`src/hw/clock_switch_defines.vh`:
```
// constants for the clock switch and idle control block
// assumes one 40 MHz clock and an axi4-lite master on the register side
`ifndef CLOCK_SWITCH_DEFINES_VH
`define CLOCK_SWITCH_DEFINES_VH
// ----------------------------------------------------------------
// register byte addresses
// ----------------------------------------------------------------
`define ADDR_REQUEST  4'h0
`define ADDR_ACTIVE   4'h4
`define ADDR_SWITCH   4'h8
`define ADDR_FREQ     4'hC
`define ADDR_POWER    5'h10
`define ADDR_IRQ_STAT 5'h14
`define ADDR_IRQ_EN   5'h18
`define ADDR_IRQ_CLR  5'h1C
// ----------------------------------------------------------------
// source encodings
// ----------------------------------------------------------------
`define SRC_EXT      3'h7
`define SRC_FAST     3'h6
`define SRC_SLOW     3'h5
`define SRC_SEC      3'h4
`define SRC_EXT_PLL  3'h2
`define DIV_MAX      4'h9
// ----------------------------------------------------------------
// reset values and field positions
// ----------------------------------------------------------------
`define RST_SRC      3'h6
`define RST_DIV      4'h0
`define RST_FREQ     4'h0
`define BIT_HOLD     7
`define BIT_SECPWR   6
`define BIT_OSCILLATOR_READY_FLAG     4
`define BIT_NEW_SOURCE_READY_FLAG    3
`define BIT_IDLE_ENABLE    0
`define BIT_DOZE_ENABLE    1
`define BIT_ROI      2
`define FLD_SRC 6:4
`define FLD_DIV 3:0
`define FLD_FREQ 3:0
`define FLD_IRQ 2:0
`define IRQ_HELD     0
`define IRQ_WAKE     1
`define IRQ_WDT      2
`define RESP_OKAY    2'h0
`define RESP_SLVERR  2'h2
`endif

```
`src/hw/clock_switch_idle.v`:
```
// clock switch and idle control, register view over axi4-lite
// assumes oscillator ready levels arrive from other domains and are
// synchronised here; core and watchdog signals are on aclk
// every output is registered, straight from a flip-flop
//
// The address map and the AXI4-Lite slave port were decided locally.
`timescale 1ns/1ps
`include "clock_switch_defines.vh"
module clock_switch_idle (
  input wire aclk,
  input wire aresetn,
  input wire [5:0] s_axi_awaddr,
  input wire s_axi_awvalid,
  output reg s_axi_awready,
  input wire [31:0] s_axi_wdata,
  input wire [3:0] s_axi_wstrb,
  input wire s_axi_wvalid,
  output reg s_axi_wready,
  output reg [1:0] s_axi_bresp,
  output reg s_axi_bvalid,
  input wire s_axi_bready,
  input wire [5:0] s_axi_araddr,
  input wire s_axi_arvalid,
  output reg s_axi_arready,
  output reg [31:0] s_axi_rdata,
  output reg [1:0] s_axi_rresp,
  output reg s_axi_rvalid,
  input wire s_axi_rready,
  input wire [7:0] osc_ready,
  input wire sleep_exec,
  input wire irq_pending,
  input wire wdt_timeout,
  input wire clock_output_enable_n,
  output reg [2:0] active_source_sel,
  output reg [3:0] active_divider_sel,
  output reg [3:0] fast_internal_frequency_field,
  output reg secondary_power_mode,
  output reg cpu_halt,
  output reg cpu_full_speed,
  output reg wdt_reset,
  output reg clock_out_run,
  output reg irq
);
// ----------------------------------------------------------------
// register map, one aligned word each, byte lane 0 only written
// ----------------------------------------------------------------
// 0x00 request: source code in bits 6:4, divider code in bits 3:0
// 0x04 active: source and divider now in use, read only
// 0x08 switch control: bit 7 hold, bit 6 secondary power mode,
//      bit 4 ready flag and bit 3 new source ready flag, read only
// 0x0C fast internal frequency field in bits 3:0
// 0x10 power: bit 0 idle enable, bit 1 doze, bit 2 recover on irq
// 0x14 event status, read only: held switch, irq wake, watchdog wake
// 0x18 event enables, same layout as the status
// 0x1C event clear, write one to clear, reads as zero
// anything else reads as zero with a slave error; writes answer slave error only from 0x20 up
// ----------------------------------------------------------------
// state
// ----------------------------------------------------------------
reg [2:0] requested_source_sel; // software request
reg [3:0] requested_divider_sel; // software divider request
reg switch_hold; // hold switch at ready
reg new_source_ready_flag; // requested source ready mid switch
reg idle_enable; // sleep goes to idle
reg doze_enable; // doze mode
reg recover_on_interrupt; // interrupt restores full speed
reg idle_state; // device in idle
reg [2:0] irq_stat; // sticky events
reg [2:0] irq_en; // event enables
reg [7:0] rdy_s1; // synchroniser first stage
reg [7:0] rdy_s2; // synchroniser second stage
reg held_evt; // one cycle hold event
reg aw_got, w_got; // write halves taken
reg [5:0] aw_q; // latched write address
reg [31:0] w_q; // latched write data
reg [3:0] ws_q; // latched strobes
wire oscillator_ready_flag; // active equals requested
wire pending; // switch outstanding
wire req_rdy; // requested source ready
wire wr_go; // write performed this cycle
wire src_ok; // requested code legal
assign oscillator_ready_flag = (active_source_sel == requested_source_sel)
  && (active_divider_sel == requested_divider_sel);
assign src_ok = (requested_source_sel == `SRC_EXT) ||
  (requested_source_sel == `SRC_FAST) ||
  (requested_source_sel == `SRC_SLOW) ||
  (requested_source_sel == `SRC_SEC) ||
  (requested_source_sel == `SRC_EXT_PLL);
assign pending = !oscillator_ready_flag && src_ok;
assign req_rdy = rdy_s2[requested_source_sel];
assign wr_go = aw_got && w_got && !s_axi_bvalid;
// ----------------------------------------------------------------
// write decode and wake events
// ----------------------------------------------------------------
wire wr_low; // write that carries byte lane 0
wire wr_switch_hit; // write to switch control
wire wr_clear_hit; // write to event clear
wire wr_error; // write outside the map
wire irq_wake_evt; // interrupt ends idle this cycle
wire roi_evt; // interrupt wake that also leaves doze
assign wr_low = wr_go && ws_q[0];
assign wr_switch_hit = wr_go && (aw_q == {2'h0, `ADDR_SWITCH});
assign wr_clear_hit = wr_low && (aw_q == {1'b0, `ADDR_IRQ_CLR});
assign wr_error = {1'b0, aw_q[5:2]} > (`ADDR_IRQ_CLR >> 2);
assign irq_wake_evt = idle_state && irq_pending;
assign roi_evt = irq_wake_evt && recover_on_interrupt && doze_enable;
// ----------------------------------------------------------------
// ready synchroniser
// ----------------------------------------------------------------
// two flops per oscillator ready level
// the ready levels come from the oscillators' own domains; only
// the second stage is read, so a metastable first stage never
// reaches the switch logic
always @(posedge aclk) begin
  if (!aresetn) begin
    rdy_s1 <= 8'h00;
    rdy_s2 <= 8'h00;
  end else begin
    rdy_s1 <= osc_ready;
    rdy_s2 <= rdy_s1;
  end
end
// ----------------------------------------------------------------
// clock switch sequencing
// ----------------------------------------------------------------
// a request is only followed while its source code is legal;
// a reserved code parks the switch with the ready flag low
// ready flag set one cycle after ready, switch the cycle after that
always @(posedge aclk) begin
  if (!aresetn) begin
    active_source_sel <= `RST_SRC;
    active_divider_sel <= `RST_DIV;
    new_source_ready_flag <= 1'b0;
    held_evt <= 1'b0;
  end else begin
    // held event is a one cycle pulse
    held_evt <= 1'b0;
    // nothing outstanding: no new source ready flag
    if (!pending) begin
      new_source_ready_flag <= 1'b0;
    end else if (!new_source_ready_flag) begin
      // flag lags the ready indication by one cycle
      new_source_ready_flag <= req_rdy;
      held_evt <= req_rdy && switch_hold;
    end else if (!switch_hold) begin
      // switch in the following cycle, flag clears
      active_source_sel <= requested_source_sel;
      active_divider_sel <= requested_divider_sel;
      new_source_ready_flag <= 1'b0;
    end
  end
end
// ----------------------------------------------------------------
// idle control
// ----------------------------------------------------------------
// sleep with idle enable enters idle; interrupt or watchdog leaves
// outside idle full speed follows doze; a recovering interrupt
// forces it high on the wake edge and doze is dropped with it
always @(posedge aclk) begin
  if (!aresetn) begin
    idle_state <= 1'b0;
    cpu_halt <= 1'b0;
    cpu_full_speed <= 1'b1;
    wdt_reset <= 1'b0;
    clock_out_run <= 1'b0;
  end else begin
    wdt_reset <= wdt_timeout && !idle_state;
    clock_out_run <= !clock_output_enable_n;
    if (idle_state) begin
      if (irq_pending) begin
        // any interrupt, global enable not consulted
        idle_state <= 1'b0;
        cpu_halt <= 1'b0;
        if (recover_on_interrupt && doze_enable) begin
          cpu_full_speed <= 1'b1;
        end
      end else if (wdt_timeout) begin
        // watchdog wake, speed and doze untouched
        idle_state <= 1'b0;
        cpu_halt <= 1'b0;
      end
    end else if (sleep_exec && idle_enable) begin
      idle_state <= 1'b1;
      cpu_halt <= 1'b1;
    end else begin
      cpu_full_speed <= !doze_enable;
    end
  end
end
// ----------------------------------------------------------------
// axi write path
// ----------------------------------------------------------------
// address and data taken in either order, response after both
// awready and wready pulse for one cycle and can rise again while a
// response is owed, but a second write is only performed after bready
always @(posedge aclk) begin
  if (!aresetn) begin
    s_axi_awready <= 1'b0;
    s_axi_wready <= 1'b0;
    s_axi_bvalid <= 1'b0;
    s_axi_bresp <= `RESP_OKAY;
    aw_got <= 1'b0;
    w_got <= 1'b0;
    aw_q <= 6'h00;
    w_q <= 32'h00000000;
    ws_q <= 4'h0;
  end else begin
    s_axi_awready <= !aw_got && !s_axi_awready && s_axi_awvalid;
    s_axi_wready <= !w_got && !s_axi_wready && s_axi_wvalid;
    if (s_axi_awready && s_axi_awvalid) begin
      aw_got <= 1'b1;
      aw_q <= s_axi_awaddr;
    end
    if (s_axi_wready && s_axi_wvalid) begin
      w_got <= 1'b1;
      w_q <= s_axi_wdata;
      ws_q <= s_axi_wstrb;
    end
    // both halves in hand: answer now and free the slots
    if (wr_go) begin
      s_axi_bvalid <= 1'b1;
      aw_got <= 1'b0;
      w_got <= 1'b0;
      s_axi_bresp <= wr_error ?
        `RESP_SLVERR : `RESP_OKAY;
    end else if (s_axi_bvalid && s_axi_bready) begin
      // response taken by the master
      s_axi_bvalid <= 1'b0;
    end
  end
end
// register writes, low byte lane only
// other lanes hold no register bits and are ignored
always @(posedge aclk) begin
  if (!aresetn) begin
    requested_source_sel <= `RST_SRC;
    requested_divider_sel <= `RST_DIV;
    switch_hold <= 1'b0;
    secondary_power_mode <= 1'b0;
    fast_internal_frequency_field <= `RST_FREQ;
    idle_enable <= 1'b0;
    doze_enable <= 1'b0;
    recover_on_interrupt <= 1'b0;
    irq_en <= 3'h0;
  end else begin
    // an interrupt that recovers from doze also ends doze, so the
    // core stays at full speed after it leaves idle
    if (roi_evt) begin
      doze_enable <= 1'b0;
    end
    if (wr_go && ws_q[0]) begin
      case (aw_q)
        {2'h0, `ADDR_REQUEST}: begin
          requested_source_sel <= w_q[`FLD_SRC];
          requested_divider_sel <= (w_q[`FLD_DIV] > `DIV_MAX) ?
            `DIV_MAX : w_q[`FLD_DIV];
        end
        {2'h0, `ADDR_SWITCH}: begin
          switch_hold <= w_q[`BIT_HOLD];
          secondary_power_mode <= w_q[`BIT_SECPWR];
        end
        {2'h0, `ADDR_FREQ}: begin
          fast_internal_frequency_field <= w_q[`FLD_FREQ];
        end
        {1'b0, `ADDR_POWER}: begin
          idle_enable <= w_q[`BIT_IDLE_ENABLE];
          doze_enable <= w_q[`BIT_DOZE_ENABLE];
          recover_on_interrupt <= w_q[`BIT_ROI];
        end
        {1'b0, `ADDR_IRQ_EN}: begin
          irq_en <= w_q[`FLD_IRQ];
        end
        default: begin
        end
      endcase
    end
    // hardware releases hold once the held switch has completed
    // a hold set while the ready flag is high and nothing is pending has nothing to wait for,
    // so it drops again in the next cycle
    if (switch_hold && oscillator_ready_flag && !held_evt &&
        new_source_ready_flag == 1'b0 && !pending &&
        !wr_switch_hit) begin
      switch_hold <= 1'b0;
    end
  end
end
// ----------------------------------------------------------------
// interrupt status
// ----------------------------------------------------------------
// set wins over clear; irq is level of enabled status
always @(posedge aclk) begin
  if (!aresetn) begin
    irq_stat <= 3'h0;
    irq <= 1'b0;
  end else begin
    // set terms go in after the clear, so an event that lands in the
    // clear cycle is kept
    irq_stat <= (irq_stat & ~(wr_clear_hit ? w_q[`FLD_IRQ] : 3'h0)) |
      {wdt_timeout && idle_state, irq_wake_evt, held_evt};
    irq <= |(irq_stat & irq_en);
  end
end
// ----------------------------------------------------------------
// axi read path
// ----------------------------------------------------------------
// one cycle to accept, data the next
// arready stays low while rvalid is up, one read at a time
// unaligned or unmapped reads answer slave error with zero data
always @(posedge aclk) begin
  if (!aresetn) begin
    s_axi_arready <= 1'b0;
    s_axi_rvalid <= 1'b0;
    s_axi_rdata <= 32'h00000000;
    s_axi_rresp <= `RESP_OKAY;
  end else begin
    s_axi_arready <= !s_axi_arready && !s_axi_rvalid && s_axi_arvalid;
    if (s_axi_arready && s_axi_arvalid) begin
      s_axi_rvalid <= 1'b1;
      s_axi_rresp <= `RESP_OKAY;
      case (s_axi_araddr)
        {2'h0, `ADDR_REQUEST}: s_axi_rdata <= {25'h0,
          requested_source_sel, requested_divider_sel};
        {2'h0, `ADDR_ACTIVE}: s_axi_rdata <= {25'h0,
          active_source_sel, active_divider_sel};
        {2'h0, `ADDR_SWITCH}: s_axi_rdata <= {24'h0, switch_hold,
          secondary_power_mode, 1'b0, oscillator_ready_flag,
          new_source_ready_flag, 3'h0};
        {2'h0, `ADDR_FREQ}: s_axi_rdata <= {28'h0,
          fast_internal_frequency_field};
        {1'b0, `ADDR_POWER}: s_axi_rdata <= {29'h0,
          recover_on_interrupt, doze_enable, idle_enable};
        {1'b0, `ADDR_IRQ_STAT}: s_axi_rdata <= {29'h0, irq_stat};
        {1'b0, `ADDR_IRQ_EN}: s_axi_rdata <= {29'h0, irq_en};
        {1'b0, `ADDR_IRQ_CLR}: s_axi_rdata <= 32'h00000000;
        default: begin
          s_axi_rdata <= 32'h00000000;
          s_axi_rresp <= `RESP_SLVERR;
        end
      endcase
    end else if (s_axi_rvalid && s_axi_rready) begin
      // response taken, ready for the next address
      s_axi_rvalid <= 1'b0;
    end
  end
end
endmodule

```
`config.mk`:
```
export PLATFORM = sky130hd
export DESIGN_NAME = clock_switch_idle
export DESIGN_NICKNAME = d
export VERILOG_FILES = /design/src/hw/clock_switch_idle.v
export VERILOG_INCLUDE_DIRS = /design/src /design/src/hw
export SDC_FILE = /design/constraint.sdc
export NUM_CORES = 1
export LEC_CHECK = 0
export ABC_CLOCK_PERIOD_IN_PS = 1950
export BUFFER_PORTS_ARGS = -buffer_cell sky130_fd_sc_hd__buf_2
export CORE_MARGIN = 2
export CORE_UTILIZATION = 50
export CTS_BUF_LIST = sky130_fd_sc_hd__clkbuf_8
export DETAILED_ROUTE_END_ITERATION = 10
export PLACE_DENSITY = 0.83
export SETUP_SLACK_MARGIN = 0.5
export SKIP_LAST_GASP = 1
export SLEW_MARGIN = 25
export SYNTH_ARGS = -nofsm -noshare
export SYNTH_HDL_FRONTEND = slang
export SYNTH_SLANG_ARGS = --single-unit
```
`constraint.sdc`:
```
create_clock -name aclk -period 1.95 [get_ports aclk]
set_input_delay 0.2925 -clock aclk [delete_from_list [all_inputs] [get_ports aclk]]
set_output_delay 0.2925 -clock aclk [all_outputs]
set_load 0.02 [all_outputs]
```
## Word-level counts from Yosys, hierarchy flattened

Index checks and enable logic that the tools add are counted.

| storage, ports and cells | value |
|---|---|
| register bits | 111 |
| bits of input ports | 67 |
| word-level logic and storage cells | 165 |
| output and inout port bits | 58 |

| cells by class | value |
|---|---|
| equal/unequal tests | 23 |
| multiplexer cells | 28 |
| reduce and logical (&&, ||, !) cells | 68 |
| bitwise logic cells | 8 |
| order comparisons | 3 |

Operator list:

| cell | number |
|---|---|
| 8-bit one-hot mux with 7 select lines | 1 |
| 6-bit by 5-bit == test with 1-bit output, second input constant | 7 |
| 1-bit logical AND | 31 |
| 6-bit by 4-bit == test with 1-bit output, second input constant | 4 |
| 1-bit two-way mux | 22 |
| 1-bit logical NOT | 14 |
| 2-bit AND reduction | 7 |
| 3-bit == test, second input constant | 4 |
| 6-bit logical NOT | 2 |
| 8-bit OR reduction | 1 |
| 3-bit bitwise AND | 2 |
| 6-bit by 3-bit == test with 1-bit output, second input constant | 1 |
| 3-bit AND reduction | 2 |
| 2-bit nonzero test | 3 |
| 3-bit OR reduction | 2 |
| 4-bit == test | 1 |
| 4-bit by 3-bit > comparator with 1-bit output, second input constant | 1 |
| 4-bit > comparator, second input constant | 1 |
| 1-bit logical OR | 4 |
| 3-bit by 4-bit < comparator with 1-bit output, second input constant | 1 |
| 2-bit two-way mux | 2 |
| 4-bit two-way mux | 1 |
| 2-bit inequality test, second input constant | 2 |
| 1-bit inverter | 4 |
| 9 further kinds | 10 |

## Logic depth before layout (Yosys ltp)

| depth | value |
|---|---|
| depth in word-level cells | 10 |
| depth in mapped cells | 6 |
| gate-level depth less buffers | 4 |

## Worst setup path before layout

No wires, ideal clock.

| timing path | value |
|---|---|
| path kind | reg-to-reg |
| start point | register s_axi_bvalid |
| end point | register requested_divider_sel[1] |
| period minus slack after synthesis | 1.533 ns |
| library setup time | 0.070 ns |
| path buffers | 1 |
| slack | 0.417 ns |
| data arrival time | 1.463 ns |
| stages on the path, launching flop included | 6 |
| data required time | 1.880 ns |
| cell sequence | dfxtp_1 and4bb_1 buf_4 nand4b_4 or3b_1 a21oi_1 |

| between the ends | value |
|---|---|
| word-level cells in the longest chain between the ends | 4 |

RTL lines:

| what | line | text |
|---|---|---|
| start: declaration | clock_switch_idle.v:20 | `output reg s_axi_bvalid,` |
| start signal: assignment | clock_switch_idle.v:200 | `s_axi_bvalid <= 1'b0;` |
| start signal: assignment | clock_switch_idle.v:221 | `s_axi_bvalid <= 1'b1;` |
| start signal: assignment | clock_switch_idle.v:228 | `s_axi_bvalid <= 1'b0;` |
| 1-bit logical NOT | clock_switch_idle.v:91 | `assign wr_go = aw_got && w_got && !s_axi_bvalid;` |
| 1-bit logical AND | clock_switch_idle.v:91 |  |
| 1-bit logical AND | clock_switch_idle.v:251 | `if (wr_go && ws_q[0]) begin` |
| 2-bit AND reduction (no source line) | -- |  |
| end signal: assignment | clock_switch_idle.v:237 | `` requested_divider_sel <= `RST_DIV; `` |
| end signal: assignment | clock_switch_idle.v:255 | `` requested_divider_sel <= (w_q[`FLD_DIV] > `DIV_MAX) ? `` |
| end: declaration | clock_switch_idle.v:61 | `reg [3:0] requested_divider_sel;` |

No other way between the ends.
A chain may end at the register's enable or synchronous reset.

## Worst setup path in the final report

| timing path | value |
|---|---|
| start point | register aw_q[1] |
| end point | register requested_divider_sel[2] |

| between the ends | value |
|---|---|
| word-level cells in the longest chain between the ends | 2 |

RTL lines:

| what | line | text |
|---|---|---|
| start: declaration | clock_switch_idle.v:74 | `reg [5:0] aw_q;` |
| start signal: assignment | clock_switch_idle.v:212 | `aw_q <= s_axi_awaddr;` |
| 6-bit logical NOT | clock_switch_idle.v:252 | `case (aw_q)` |
| 2-bit AND reduction (no source line) | -- |  |

No other way between the ends.

==> flow_metrics.tcl <==
set metrics [dict create \
    grt_antenna_before_repair 0 \
    cp-start-kind "flip-flop" \
    syn_inst 401 \
    final_cell_mix "75 x dfxtp_1, 71 x buf_2, 54 x nand2_1" \
    slew_viol_final 0 \
    leakage_nw 1.872 \
    r2r_cells 4 \
    postRouteAntennaNets 0 \
    numCtsBuffers 9 \
    p_total_mw 3.169 \
    initial_utilization_pct 51.40 \
    place_congestion 0.8217 \
    cts_tree "done" \
    fmax_mhz 665.8 \
    viasPerCell 5.173 \
    firstDrtPassIters 5 \
    grt_pass1_wl_um 12650 \
    yosys_register_bits 85 \
    syn_to_final_growth_pct 18.96 \
    num-fill-cells 617 \
    clk_pin_slew_worst_paths_ps 90 \
    required_ps 2240 \
    synth_top_area_share_pct 45.88 \
    numPortBuffers 71 \
    first_iter_violations 182 \
    post-route-drc-count 0 \
    crit_slowest_cell "or3b_1" \
    crit_fanout 4 \
    rsz0062_at_grt "yes" \
    die_h_um 90.12 \
    h-tree-depth 3 \
    crit_type "reg -> reg" \
    final_common_cell "dfxtp_1" \
    highest_layer "met4" \
    yosysSeqAreaShare_pct 45.88 \
    finalSetupViolCount 0 \
    die-area_sq_um 8122 \
    cts_hold_buf 0 \
    grt_use_total_pct 19.26 \
    die-width_um 90.12 \
    route.met3.wl_um 364 \
    min_path_type "in -> reg" \
    synth_top_area_cell "dfxtp_1" \
    overflow 0 \
    cts_root_buffer "clkbuf_8" \
    grt_start_max_net_pins 56 \
    antennaDiodeCount 0 \
    avgSynthCellArea_sq_um 9.248 \
    yosys-top-cells-area "dfxtp_1 46%, mux2i_1 8.1%, buf_4 5.9%, nand2_1 5.5%, a21oi_1 4.0%" \
    routed_wl_um 8154 \
    reg2reg_slack_ps 450 \
    netlist_area_sq_um 3709 \
    finalHoldViolations 0 \
    vias 2985 \
    synth-async-reset-ratio_pct 0 \
    status "finished, final reports clean" \
    fin_setup_tns_ps 0 \
    critPathArrivalTime_ps 1790 \
    drive_above_1_share_pct 29.08 \
    power.density_nw_per_um2 718.3 \
    synth_cell_types 52 \
    clkLatencyLatePin_ps 350 \
    wl_met2_um 4175 \
    critical-path-max-stage-delay_ps 410 \
    path_cells "nor4_4, nand4b_4, or3b_1, a21oi_2" \
    ios 125 \
    drt-met1-wl_um 3371 \
    drv_cap 0 \
    clock_path_buffers 2 \
    hpwl_um 5323 \
    layout_setup_ws_ps 448.0 \
    fin_skew_ps 6.514 \
    yosys_warnings 0 \
    pre_cts_ws_ps 301.9 \
    endpoint_kind "flip-flop" \
    ir_worst_vdd_uv 499.5 \
    grt_pass1_vias 2776 \
    row_count 31 \
    whs_path_depth 2 \
    nNetsFinal 540 \
    wl_per_cell_um 14.13 \
    synth_edf_count 0 \
    cts_sinks 85 \
    coreArea_sq_um 7214 \
    layout_min_cycle_time_ps 1502 \
    fin_crit_sh_pct 77.02 \
    synth-main-ff-cell "dfxtp_1" \
]
## cell usage after synthesis, types with 5 or more instances
master    number
a21oi_1       30
and2_1        19
buf_2          5
buf_4         29
clkbuf_1      11
dfxtp_1       85
mux2_2         6
mux2i_1       30
nand2_1       54
nand3_1        9
nor2_1        34
nor3_1         8
o21ai_0       10
xor2_1         7
## stage by stage
step	cells	cell area (sq um)	util (%)	hold WS [ps]
after global placement	548	4011	55.60	417.5
after floorplan	426	3812	-	364.9
final	577	4412	61.15	87.58
after detailed placement	548	4011	55.60	419.2
after CTS	570	4299	59.59	72.45
after global routing	577	4412	61.15	96.72
## path summary, 6_finish.rpt
kind,startpoint,end
setup / recovery,aw_q[1],requested_divider_sel[2]
hold / removal,clock_output_enable_n,clock_out_run
setup reg to reg,aw_q[1],requested_divider_sel[2]
hold reg to reg,rdy_s1[2],rdy_s2[2]
## worst max-delay path, delay by kind of cell (launching register included)
kind	cells	cell delay, ps
and+or+nand+nor	3	930
DFF	1	380
AOI/OAI and AO/OA	1	130
## state kept, by name (all words and copies together) (netlist names), 4 cells and up
signal,cells
active_divider_sel,4
aw_q,6
fast_internal_frequency_field,4
rdy_s1,8
rdy_s2,8
requested_divider_sel,4
s_axi_rdata,8
w_q,8
## layout make-up
type	count	area, sq um	area share [%]
Multi-Input combinational cell	287	1861	42.17
Timing Repair Buffer	87	504.2	11.43
Clock buffer	10	137.6	3.120
Tap cell	99	123.9	2.808
Inverter	3	11.26	0.2552
Clock inverter	6	47.55	1.078
Sequential cell	85	1727	39.14
## cells by family (layout without fill, tap and decap cells)
| group | after synthesis | count (layout) | synth area share (%) |
|---|---|---|---|
| muxes | 39 | 39 | 11.74 |
| xor gates and xnor gates | 7 | 7 | 1.653 |
| other | 1 | 26 | 0.1011 |
| DFF | 85 | 85 | 45.88 |
| and+or+nand+nor | 154 | 154 | 21.73 |
| AOI/OAI and AO/OA | 61 | 61 | 10.26 |
| buffers and inverters | 54 | 106 | 8.637 |
## layer usage
layer | track usage, % | vias up
li1 | - | 1477
met1 | 22.42 | 1409
met2 | 32.52 | 82
met3 | 4.694 | 17
met4 | 10.64 | 0
met5 | 0 | -
## power by group
group          switching (mW)  leakage (nW)  total (mW)  internal [mW]
Sequential             0.0275         0.694        1.79           1.76
Combinational           0.151          1.08       0.230         0.0785
Clock                   0.643        0.0928        1.15          0.506
Total                   0.821          1.87        3.17           2.35
## what timing repair did
item | in CTS | in global routing
gates resized for setup | 13 | 18
setup endpoints to repair | 23 | 22
setup buffers | 6 | 7
pin swaps | 5 | 15
Power figures use the tool's default switching activity.
